**config.mk**
```make
export PLATFORM = sky130hd
export DESIGN_NAME = lcsr_regs
export DESIGN_NICKNAME = d
export VERILOG_FILES = /design/src/lcsr_standby_timer.v /design/src/lcsr_regs.v
export VERILOG_INCLUDE_DIRS = /design/src /design/src/src
export SDC_FILE = /design/constraint.sdc
export NUM_CORES = 1
export LEC_CHECK = 0
export BUFFER_PORTS_ARGS = -buffer_cell sky130_fd_sc_hd__buf_2
export CORE_MARGIN = 2
export CORE_UTILIZATION = 40
export CTS_CLUSTER_SIZE = 25
export DETAILED_ROUTE_END_ITERATION = 16
export PLACE_DENSITY_LB_ADDON = 0.12
export SLEW_MARGIN = 20
export SYNTH_ARGS = -nofsm -noshare
export SYNTH_HDL_FRONTEND = slang
export SYNTH_SLANG_ARGS = --single-unit
```
**constraint.sdc**
```tcl
create_clock -name clk -period 5.2 [get_ports clk]
set_input_delay 0.26 -clock clk [delete_from_list [all_inputs] [get_ports clk]]
set_output_delay 0.26 -clock clk [all_outputs]
set_load 0.01 [all_outputs]
```
**src/lcsr_consts.vh**
```
// constants for the led current setting register bank
// assumes inclusion by lcsr_regs.v and lcsr_standby_timer.v
`ifndef LCSR_CONSTS_VH
`define LCSR_CONSTS_VH

// ==========================================================
// register addresses
`define LCSR_ADDR_CODE_LOW      8'hA0
`define LCSR_ADDR_CODE_HIGH     8'hA1

// ==========================================================
// field positions
`define LCSR_CODE_LOW_MSB       7
`define LCSR_CODE_LOW_LSB       0
`define LCSR_CODE_HIGH_MSB      3
`define LCSR_CODE_HIGH_LSB      0
`define LCSR_MAXSEL_MSB         6
`define LCSR_MAXSEL_LSB         4
`define LCSR_STANDBY_EN_BIT     7

// ==========================================================
// reset values
`define LCSR_RST_CODE_LOW       8'hFF
`define LCSR_RST_CODE_HIGH      8'h5F
`define LCSR_RST_RES_EN         1'b0

// ==========================================================
// timing
`define LCSR_CLK_HZ             20000000
`define LCSR_STANDBY_MS         50
`define LCSR_STANDBY_CYCLES     ((`LCSR_CLK_HZ / 1000) * `LCSR_STANDBY_MS)
`define LCSR_CODE_FULL_SCALE    12'hFFF

`endif

```
**src/lcsr_standby_timer.v**
```verilog
// pwm-low standby timer
// assumes pwm_low is already synchronised to clk
`include "lcsr_consts.vh"
`default_nettype none

module lcsr_standby_timer #(
  parameter integer CYCLES = `LCSR_STANDBY_CYCLES
) (
  input  wire clk,
  input  wire rst,
  input  wire enable,
  input  wire pwm_low,
  output reg  standby
);

  reg [31:0] count_q;

  // ==========================================================
  // count continuous low time, restart on any high
  always @(posedge clk or posedge rst) begin
    if (rst) begin
      count_q <= 32'h00000000;
      standby <= 1'b0;
    end else if (!enable || !pwm_low) begin
      count_q <= 32'h00000000;
      standby <= 1'b0;
    end else if (count_q >= CYCLES - 1) begin
      standby <= 1'b1;
    end else begin
      count_q <= count_q + 32'h00000001;
    end
  end

endmodule

`default_nettype wire

```
**src/lcsr_regs.v**
```verilog
// led current setting registers with standby detection
// assumes a byte register port on clk, pwm dimming pin asynchronous
`include "lcsr_consts.vh"
`default_nettype none

// Functional notes
// - code bits 7:0 are read-write storage in the low current register.
// - the 12-bit code n sets the sink current to n/4095 of the maximum.
// - with resistor scaling off, current comes from the code and max field 6:4 only.
// - with resistor scaling on, current is further scaled by 20000 x 1.2V / resistor.
// - with standby enable set, standby follows about 50 ms of continuous pwm low.
module lcsr_regs #(
  parameter integer STANDBY_CYCLES = `LCSR_STANDBY_CYCLES
) (
  input  wire        clk,
  input  wire        rst,
  input  wire [7:0]  reg_addr,
  input  wire [7:0]  reg_wdata,
  input  wire        reg_wr,
  input  wire        reg_rd,
  input  wire        resistor_scaling_enable,
  input  wire        pwm_pin,
  output reg  [7:0]  reg_rdata,
  output reg  [11:0] current_code,
  output reg  [2:0]  selected_max_current,
  output reg         resistor_scaling_active,
  output reg         pwm_low_standby_enable,
  output reg         standby
);

  reg  [7:0] code_low_q;
  reg  [7:0] code_high_q;
  reg  [1:0] pwm_sync_q;
  reg  [1:0] res_sync_q;
  wire       standby_d;

  // ==========================================================
  // register storage
  always @(posedge clk or posedge rst) begin
    if (rst) begin
      code_low_q  <= `LCSR_RST_CODE_LOW;
      code_high_q <= `LCSR_RST_CODE_HIGH;
    end else if (reg_wr) begin
      if (reg_addr == `LCSR_ADDR_CODE_LOW)
        code_low_q <= reg_wdata;
      else if (reg_addr == `LCSR_ADDR_CODE_HIGH)
        code_high_q <= reg_wdata;
    end
  end

  // ==========================================================
  // readback, unmapped reads zero
  always @(posedge clk or posedge rst) begin
    if (rst) begin
      reg_rdata <= 8'h00;
    end else if (reg_rd) begin
      if (reg_addr == `LCSR_ADDR_CODE_LOW)
        reg_rdata <= code_low_q;
      else if (reg_addr == `LCSR_ADDR_CODE_HIGH)
        reg_rdata <= code_high_q;
      else
        reg_rdata <= 8'h00;
    end
  end

  // ==========================================================
  // pin synchronisers
  always @(posedge clk or posedge rst) begin
    if (rst) begin
      pwm_sync_q <= 2'b11;
      res_sync_q <= 2'b00;
    end else begin
      pwm_sync_q <= {pwm_sync_q[0], pwm_pin};
      res_sync_q <= {res_sync_q[0], resistor_scaling_enable};
    end
  end

  // ==========================================================
  // settings to the analog sinks
  always @(posedge clk or posedge rst) begin
    if (rst) begin
      current_code            <= 12'h000;
      selected_max_current    <= 3'h0;
      resistor_scaling_active <= `LCSR_RST_RES_EN;
      pwm_low_standby_enable  <= 1'b0;
      standby                 <= 1'b0;
    end else begin
      // code n gives n/full-scale of max, zero gives no current
      current_code <= {code_high_q[`LCSR_CODE_HIGH_MSB:`LCSR_CODE_HIGH_LSB],
                       code_low_q};
      selected_max_current <= code_high_q[`LCSR_MAXSEL_MSB:`LCSR_MAXSEL_LSB];
      // analog stage applies resistor factor when this is high
      resistor_scaling_active <= res_sync_q[1];
      pwm_low_standby_enable  <= code_high_q[`LCSR_STANDBY_EN_BIT];
      standby                 <= standby_d;
    end
  end

  lcsr_standby_timer #(
    .CYCLES (STANDBY_CYCLES)
  ) u_timer (
    .clk     (clk),
    .rst     (rst),
    .enable  (code_high_q[`LCSR_STANDBY_EN_BIT]),
    .pwm_low (~pwm_sync_q[1]),
    .standby (standby_d)
  );

endmodule

`default_nettype wire

```
==> results of run 1 <==
-- kinds of logic (layout without fill, tap and decap cells) --
kind of cell	after synthesis	in the layout
AOI/OAI and AO/OA	42	42
xor gates and xnor gates	4	4
adders and majority gates	1	1
buffers and inverters	25	84
DFF	79	79
muxes	26	26
and+or+nand+nor	82	82
-- worst min path at each step --
| stage | startpoint | to |
|---|---|---|
| after floorplan | pwm_pin | pwm_sync_q[0] |
| after global placement | res_sync_q[1] | resistor_scaling_active |
| after detailed placement | res_sync_q[0] | res_sync_q[1] |
| after CTS | reg_wdata[6] | code_high_q[6] |
| after global routing | rst | u_timer.count_q[27] |
| final | rst | res_sync_q[1] |
-- cell usage after synthesis, types with 3 or more instances --
master | instances | share of area
a2111oi_0 | 3 | 0.0081
a21oi_1 | 12 | 0.019
and2_1 | 13 | 0.025
clkbuf_1 | 8 | 0.0093
dfrtp_1 | 63 | 0.49
dfstp_2 | 16 | 0.13
inv_1 | 16 | 0.019
mux2_2 | 16 | 0.056
mux2i_1 | 10 | 0.031
nand2_1 | 11 | 0.013
nand3_1 | 11 | 0.017
nand3b_1 | 3 | 0.0070
nand4_1 | 4 | 0.0077
nor2_1 | 11 | 0.013
nor4_4 | 3 | 0.020
o21ai_0 | 5 | 0.0077
o22ai_1 | 8 | 0.015
o31ai_1 | 7 | 0.016
or4_1 | 7 | 0.016
xnor2_1 | 4 | 0.011
-- through the flow --
stage | setup slack [ns] | total power, mW
after CTS | 2.87 | 1.20
after global placement | 2.91 | 0.700
after detailed placement | 2.86 | 0.700
after floorplan | 2.94 | 0.676
final | 2.90 | 1.18
after global routing | 2.73 | 1.23
-- layout make-up --
type | instances | area, um^2 | share of cell area
clock buffer | 11 | 131 | 0.0342
tap | 102 | 128 | 0.0333
multi-input combinational | 155 | 1140 | 0.297
sequential | 79 | 2000 | 0.520
clock inverter | 5 | 82.6 | 0.0215
inverter | 16 | 61.3 | 0.0160
timing repair buffer | 52 | 298 | 0.0776
-- critical path, cell delays in order (launching register included) --
cell and delay, ns:
dfrtp_1 0.40, nor4_2 0.32, nand3_2 0.19, or4_4 0.65, or4_1 0.52, a21oi_1 0.16
-- where the power goes --
part           internal, mW  switching, mW
combinational        0.0219         0.0288
sequential            0.633        0.00697
clock                 0.271          0.220
-- metal layers --
metal	up-vias	track usage	wire, um
met4	0	0.0640	121
met3	10	0.0578	227
met5	-	0	0
met1	1060	0.206	2950
met2	33	0.245	2900
li1	1034	-	-
-- cell usage in the layout (no fill, tap or decap), types with 3 or more instances in the layout --
master and instances:
a2111oi_0 3, a21oi_1 12, and2_1 13, buf_2 47, clkbuf_8 9, clkinvlp_4 3, dfrtp_1 63, dfstp_2 16
inv_1 15, mux2_2 16, mux2i_1 10, nand2_1 11, nand3_1 11, nand3b_1 3, nand4_1 4, nor2_1 11
nor4_4 3, o21ai_0 5, o22ai_1 8, o31ai_1 7, or4_1 7, xnor2_1 4
-- flip-flops by register name, indices dropped and copies added, names as in the netlist --
name and count:
u_timer.count_q 32, current_code 12, code_high_q 8, code_low_q 8, reg_rdata 8, selected_max_current 3, pwm_sync_q 2, res_sync_q 2
pwm_low_standby_enable 1, resistor_scaling_active 1, standby 1, u_timer.standby 1
==> impl_metrics.py, run 1 <==
metrics = {
    "worst_setup_path": {
        "critPathMaxFanout": 11,
        "worstSetupPathType": "reg -> reg",
        "cp-startpoint": "u_timer.count_q[28]",
        "timing.rr.start": "u_timer.count_q[28]",
        "r2r_cells": 5,
        "required_ns": 5.48,
        "r2r_end": "u_timer.count_q[14]",
        "end_kind": "flop",
        "cp-start-kind": "flop",
        "critPathCapture": "u_timer.count_q[14]",
        "cp.arrival_ns": 2.58,
        "r2r_slack_ns": 2.90,
    },
    "timing": {
        "setup_viol": 0,
        "maxSlewViolCount": 0,
        "tightest_slew_ns": 0.997,
        "fmax_mhz": 434,
        "clock-skew-final_ns": 0.00813,
        "worst_slew_margin_rel": 0.334,
        "finalSetupTns_ns": 0,
        "final.min_clock_period_ns": 2.30,
        "whs_ns": -0.0136,
        "finalHoldViolCount": 25,
        "rsz0062_at_grt": "false",
        "period_share": 0.443,
    },
    "layout": {
        "n_fill_cell": 724,
        "final_cell_count_no_fill": 420,
        "nNetsFinal": 336,
        "area_growth_pct": 18.5,
        "postLayoutCoreUtil": 0.494,
        "n_antenna_cell": 0,
        "drive_gt1_frac": 0.340,
        "final_cell_area_um2": 3840,
    },
    "place": {
        "place_area_um2": 3580,
        "gp_congestion": 0.771,
        "place_inst": 401,
        "numPortBuffers": 47,
        "hpwl_um": 4030,
    },
    "cts": {
        "cts_tree": "yes",
        "post-cts-setup-buffers": 0,
        "clock_latency_ns": 0.35,
        "clockBufferDepth": 2,
        "cts_hold_buf": 2,
        "cts-buffers-inserted": 9,
        "clockRootBuffer": "clkbuf_8",
        "htree_levels": 3,
        "cts_resized": 0,
        "clk_pin_slew_ns": 0.08,
        "clock-sinks": 79,
    },
    "grt": {
        "antenna_found_initial": 0,
        "grt_pass1_wl_um": 10800,
        "grt_usage": 0.160,
        "first_global_vias": 2265,
        "grt_start_max_net_pins": 80,
        "grt-ovfl-total": 0,
    },
    "synth": {
        "ys_ff_latch": 79,
        "avgSynthCellArea_um2": 12.5,
        "synth_top_family_by_area": "simple AND/OR/NAND/NOR gates",
        "synth.distinct_cells": 41,
        "synthesis.nets": 282,
        "synth_xor_area_frac": 0.0108,
        "synth_adder_area_share": 0.00386,
        "synth_mux_area_frac": 0.0866,
        "synth_edf_count": 0,
        "synth-compound-area-share": 0.0858,
        "yosys.area_share.simple": 0.165,
        "async_reset_ff_frac": 1.00,
        "syn_inst": 259,
        "yosys_warnings": 0,
        "yosysSeqAreaShare": 0.617,
        "synth_top_flop_cell": "dfrtp_1",
        "netlist_area_um2": 3240,
    },
    "power": {
        "p_leak_nw": 1.74,
        "ir_drop_uv": 178,
        "p_per_area_nw_per_um2": 308,
    },
    "routing": {
        "drtAntennaViolNets": 0,
        "vias_per_cell": 5.09,
        "drtIter0Drc": 90,
        "dr.pass1.iters": 4,
        "wl_um": 6200,
        "drc": 0,
        "num_vias": 2137,
        "wl_per_cell_um": 14.8,
    },
    "flow_run": {
        "drv_cap": 0,
    },
    "floorplan": {
        "core_area_um2": 7770,
        "die_w_um": 94.0,
        "dieArea_um2": 8830,
        "io_pins": 48,
        "start_util": 0.417,
        "placementRows": 32,
        "die_h_um": 94.0,
    },
    "status": {
        "status": "complete, but fails checks",
        "violations": "negative hold slack",
    },
    "min_path": {
        "worstHoldPathType": "in -> async",
    },
}
(Power assumes the default switching activity.)
==> inputs of run 2 (changes only) <==
==> constraint.sdc (replaced) <==
create_clock -name clk -period 2.24 [get_ports clk]
set_input_delay 0.112 -clock clk [delete_from_list [all_inputs] [get_ports clk]]
set_output_delay 0.112 -clock clk [all_outputs]
set_load 0.01 [all_outputs]
==> run 2 against run 1 <==
Against the previous run: the run now ends clean; sequential cell count is the same; fmax grew 6.4%; first-iteration DRC count shrank 1.1%; die area is the same; via count grew 2.2%; total power grew 130%; cell count grew 3.3%; wire length grew 3.7%; core utilization grew 1.7 points; worst hold slack gained 0.028 ns; combinational power grew 130%; register-to-register slack lost 2.8 ns.
==> impl_metrics.py, run 2 (same netlist as run 1, synthesis figures left out) <==
metrics = {
    "grt": {
        "grt_pass1_wl_um": 10500,
        "grt-ovfl-total": 0,
        "first_global_vias": 2125,
        "grt_usage": 0.155,
        "antenna_found_initial": 0,
        "use_met2": 0.221,
        "grt-busiest-layer": "met1",
        "use_met3": 0.0321,
        "grt_use_met1": 0.223,
        "grt_start_max_net_pins": 80,
    },
    "worst_setup_path": {
        "critPathMaxFanout": 9,
        "cp.arrival_ns": 2.44,
        "end_kind": "flop",
        "r2r_slack_ns": 0.07,
        "required_ns": 2.52,
        "worstSetupPathType": "reg -> reg",
        "cp-start-kind": "flop",
    },
    "floorplan": {
        "placementRows": 32,
        "die_h_um": 94.0,
        "core_area_um2": 7770,
        "die_w_um": 94.0,
        "dieArea_um2": 8830,
        "io_pins": 48,
        "start_util": 0.417,
    },
    "layout": {
        "reg.largest.list": "u_timer.count_q x32, current_code x12",
        "final_common_cell": "dfrtp_1",
        "area_growth_pct": 22.5,
        "n_antenna_cell": 0,
        "nNetsFinal": 350,
        "largest_reg_flops": 32,
        "drive_gt1_frac": 0.370,
        "mostFrequentLayoutCells": "dfrtp_1 (63), buf_2 (47), mux2_2 (16), dfstp_2 (16), inv_1 (15)",
        "max_flop_register": "u_timer.count_q",
        "postLayoutCoreUtil": 0.511,
        "n_fill_cell": 712,
    },
    "place": {
        "hpwl_um": 4210,
        "numPortBuffers": 47,
        "gp_congestion": 0.846,
    },
    "flow_run": {
        "drv_cap": 0,
    },
    "min_path": {
        "worstHoldPathType": "in -> reg",
    },
    "timing": {
        "setup_viol": 0,
        "clock-skew-final_ns": 0.0116,
        "period_share": 0.967,
        "maxSlewViolCount": 0,
        "finalHoldViolCount": 0,
        "tightest_slew_ns": 0.651,
        "whs_ns": 0.0147,
        "finalSetupTns_ns": 0,
        "worst_slew_margin_rel": 0.563,
        "fmax_mhz": 462,
        "final.min_clock_period_ns": 2.17,
        "rsz0062_at_grt": "false",
    },
    "routing": {
        "vias_per_cell": 5.03,
        "drtAntennaViolNets": 0,
        "wl_per_cell_um": 14.8,
        "drc": 0,
        "wl_um": 6430,
        "drtIter0Drc": 89,
        "dr.pass1.iters": 4,
        "num_vias": 2183,
    },
    "power": {
        "p_leak_nw": 1.82,
        "ir_drop_uv": 361,
        "p_per_area_nw_per_um2": 697,
    },
    "cts": {
        "clock_latency_ns": 0.34,
        "clock-sinks": 79,
        "post-cts-setup-buffers": 0,
        "clk_pin_slew_ns": 0.09,
        "htree_levels": 3,
        "clockBufferDepth": 2,
        "cts-buffers-inserted": 9,
        "cts_tree": "yes",
        "clockRootBuffer": "clkbuf_8",
    },
    "status": {
        "status": "complete, no violations",
    },
}
-- run 2: changes by cell type in the layout (fill, tap and decap cells not counted), sizes merged --
| cell | previous run | this run |
|---|---|---|
| or4 | 8 | 9 |
| buf | 50 | 61 |
| inv | 15 | 16 |
| dlygate4sd3 | 2 | 4 |
| clkinv | 1 | 3 |
| clkbuf | 11 | 10 |
| clkinvlp | 3 | 1 |
-- run 2: layer usage --
metal / share of wire / routed length [um]
met4: 0.017 / 110
met2: 0.45 / 2920
met3: 0.040 / 260
met1: 0.49 / 3130
met5: 0 / 0
-- run 2: repair_timing --
item | 4_1_cts | 5_1_grt
hold buffers | 4 | 0
setup endpoints to repair | 0 | 7
hold endpoints to repair | 66 | 0
gates resized for setup | 0 | 4
-- run 2: per-stage QoR --
step,cell area [um^2],power (mW),worst slack [ns],instances
after detailed placement,3680,1.63,0.0381,413
final,3970,2.76,0.0745,434
after global placement,3680,1.63,0.0841,413
after global routing,3970,2.88,0.0124,434
after floorplan,3240,1.57,0.0242,259
after CTS,3940,2.81,0.0358,433
-- run 2: critical path, cell delays in order (launching register included) --
cell,delay (ns)
dfrtp_1,0.43
nand4_1,0.21
nor4_4,0.07
buf_6,0.15
or4_4,0.57
or4_1,0.52
a21oi_1,0.15
-- run 2: layout make-up --
type,count,area (um^2),share of cell area
clock buffers,10,128,0.0322
clock inverters,6,93.8,0.0237
inverters,16,61.3,0.0155
multi-input cells,156,1160,0.293
flip-flops and latches,79,2000,0.503
well taps,102,128,0.0322
repair buffers,65,397,0.100
-- run 2: worst paths after layout --
kind | end | cells past startpoint | start
worst max-delay path | u_timer.count_q[16] | 6 | u_timer.count_q[17]
worst min register to register | resistor_scaling_active | 0 | res_sync_q[1]
worst max register to register | u_timer.count_q[16] | 6 | u_timer.count_q[17]
min in group asynchronous | current_code[8] | 4 | rst
max in group asynchronous | pwm_sync_q[1] | 4 | rst
worst min-delay path | code_low_q[6] | 2 | reg_wdata[6]
-- run 2: power breakdown --
group	leakage [nW]	internal, mW	switching, mW
Clock	0.107	0.636	0.526
Sequential	1.04	1.47	0.0158
Combinational	0.678	0.0514	0.0666
==> inputs of run 3 (changes only) <==
==> constraint.sdc (replaced) <==
create_clock -name clk -period 2.4 [get_ports clk]
set_input_delay 0.12 -clock clk [delete_from_list [all_inputs] [get_ports clk]]
set_output_delay 0.12 -clock clk [all_outputs]
set_load 0.01 [all_outputs]
==> run 3 against run 2 <==
Against the previous run: register-to-register slack improved by 0.14 ns; first-iteration DRC count grew 28%; die area stayed put; clock power is 16% lower; sequential power down 6%; via count fell by 0.87%; critical endpoint is now u_timer.count_q[5].
==> impl_metrics.py, run 3 (same netlist as run 1, synthesis figures left out) <==
metrics = {
    "timing": {
        "finalHoldViolCount": 0,
        "tightest_slew_ns": 0.693,
        "period_share": 0.912,
        "final.min_clock_period_ns": 2.19,
        "setup_viol": 0,
        "clock-skew-final_ns": 0.00745,
        "worst_slew_margin_rel": 0.538,
        "rsz0062_at_grt": "false",
        "finalSetupTns_ns": 0,
        "maxSlewViolCount": 0,
        "fmax_mhz": 457,
    },
    "grt": {
        "antenna_found_initial": 0,
        "grt-ovfl-total": 0,
        "first_global_vias": 2140,
        "grt_start_max_net_pins": 42,
        "grt_pass1_wl_um": 10400,
        "grt_usage": 0.155,
    },
    "worst_setup_path": {
        "worstSetupPathType": "reg -> reg",
        "r2r_cells": 5,
        "r2r_end": "u_timer.count_q[5]",
        "cp-start-kind": "flop",
        "critPathMaxFanout": 9,
        "end_kind": "flop",
        "cp.arrival_ns": 2.45,
        "slowest_stage": "or4_1",
        "max_stage_delay_ns": 0.60,
        "timing.rr.start": "u_timer.count_q[13]",
        "worstPathCellList": "or4_1 > nor4_4 > a211oi_2 > a21o_1 > a21oi_1",
        "r2r_slack_ns": 0.21,
        "required_ns": 2.66,
    },
    "power": {
        "p_leak_nw": 1.76,
        "p_sw_frac": 0.229,
        "p_sw_mw": 0.565,
        "p_comb_frac": 0.044,
        "p_per_area_nw_per_um2": 639,
        "power_mw": 2.47,
        "ir_drop_uv": 341,
        "pwr-share-clk": 0.394,
        "seqPwrFrac": 0.561,
        "p_int_mw": 1.90,
    },
    "layout": {
        "final_cell_area_um2": 3860,
        "mostFrequentLayoutCells": "dfrtp_1 (63), buf_2 (47), mux2_2 (16), dfstp_2 (16), inv_1 (15)",
        "largest_reg_flops": 32,
        "area_growth_pct": 19.2,
        "reg.largest.list": "u_timer.count_q x32, current_code x12",
        "nNetsFinal": 342,
        "n_antenna_cell": 0,
        "drive_gt1_frac": 0.352,
        "max_flop_register": "u_timer.count_q",
        "final_common_cell": "dfrtp_1",
    },
    "cts": {
        "clock_latency_ns": 0.34,
        "clk_pin_slew_ns": 0.08,
        "cts_tree": "yes",
        "cts-buffers-inserted": 9,
        "clockRootBuffer": "clkbuf_8",
        "htree_levels": 3,
        "clockBufferDepth": 2,
        "cts_resized": 0,
        "clock-sinks": 79,
    },
    "min_path": {
        "hold_path.startpoint": "reg_wdata[4]",
        "worstHoldPathType": "in -> reg",
        "hold_end": "code_low_q[4]",
        "hold-path-cell-count": 2,
    },
    "place": {
        "gp_congestion": 0.771,
        "place_area_um2": 3630,
        "numPortBuffers": 47,
        "hpwl_um": 4160,
    },
    "floorplan": {
        "dieArea_um2": 8830,
        "placementRows": 32,
        "die_w_um": 94.0,
        "io_pins": 48,
        "start_util": 0.417,
        "die_h_um": 94.0,
        "core_area_um2": 7770,
    },
    "routing": {
        "vias_per_cell": 5.08,
        "drc": 0,
        "dr.pass1.iters": 4,
        "drtAntennaViolNets": 0,
        "wl_per_cell_um": 14.5,
        "drtIter0Drc": 114,
        "wl_um": 6160,
        "num_vias": 2164,
    },
    "status": {
        "status": "complete, no violations",
    },
    "flow_run": {
        "drv_cap": 0,
    },
}
run 3: worst max path at each step:
stage	from	endpoint	slack (ns)
6_report	u_timer.count_q[13]	u_timer.count_q[5]	0.21
3_5_place_dp	u_timer.count_q[20]	u_timer.count_q[12]	0.20
3_3_place_gp	u_timer.count_q[21]	u_timer.count_q[14]	0.25
5_1_grt	u_timer.count_q[15]	u_timer.count_q[5]	0.006
4_1_cts	u_timer.count_q[13]	u_timer.count_q[5]	0.19
2_1_floorplan	u_timer.count_q[20]	u_timer.count_q[14]	0.18
run 3: layout make-up:
type	instances	area, um^2
Sequential cell	79	2000
Fill cell	715	3910
Inverter	16	61.3
Timing Repair Buffer	58	338
Clock inverter	6	70.1
Tap cell	102	128
Multi-Input combinational cell	155	1140
Clock buffer	10	128
run 3: stage by stage:
step,cells,hold slack [ns],utilization,setup slack (ns)
3_3_place_gp,407,0.226,0.468,0.253
5_1_grt,426,0.000530,0.497,0.00566
3_5_place_dp,407,0.226,0.468,0.203
2_1_floorplan,259,0.124,-,0.184
4_1_cts,426,0.000800,0.497,0.195
6_report,426,0.0177,0.497,0.211
run 3: worst max-delay path: cells and delay by family (launching register included):
| kind | cells | cell delay (ns) |
|---|---|---|
| simple gates | 2 | 1.05 |
| compound gates | 3 | 0.60 |
| flops | 1 | 0.45 |
run 3: repair_timing:
item	in CTS	in global routing
hold buffers	3	0
endpoints found under the hold margin	28	0
setup buffers	0	0
run 3: power by group through the flow:
stage	Combinational [mW]	Sequential [mW]	Clock, mW
2_1_floorplan	0.0507	1.41	0
3_3_place_gp	0.109	1.41	0
3_5_place_dp	0.109	1.41	0
4_1_cts	0.113	1.39	1.01
5_1_grt	0.123	1.39	1.08
6_report	0.109	1.39	0.973
run 3: metal layers:
layer	GRT usage	routed length [um]	up-vias
met3	0.0369	251	14
met5	0	0	-
met2	0.220	2710	38
li1	-	-	1051
met1	0.219	3020	1061
met4	0.0845	171	0
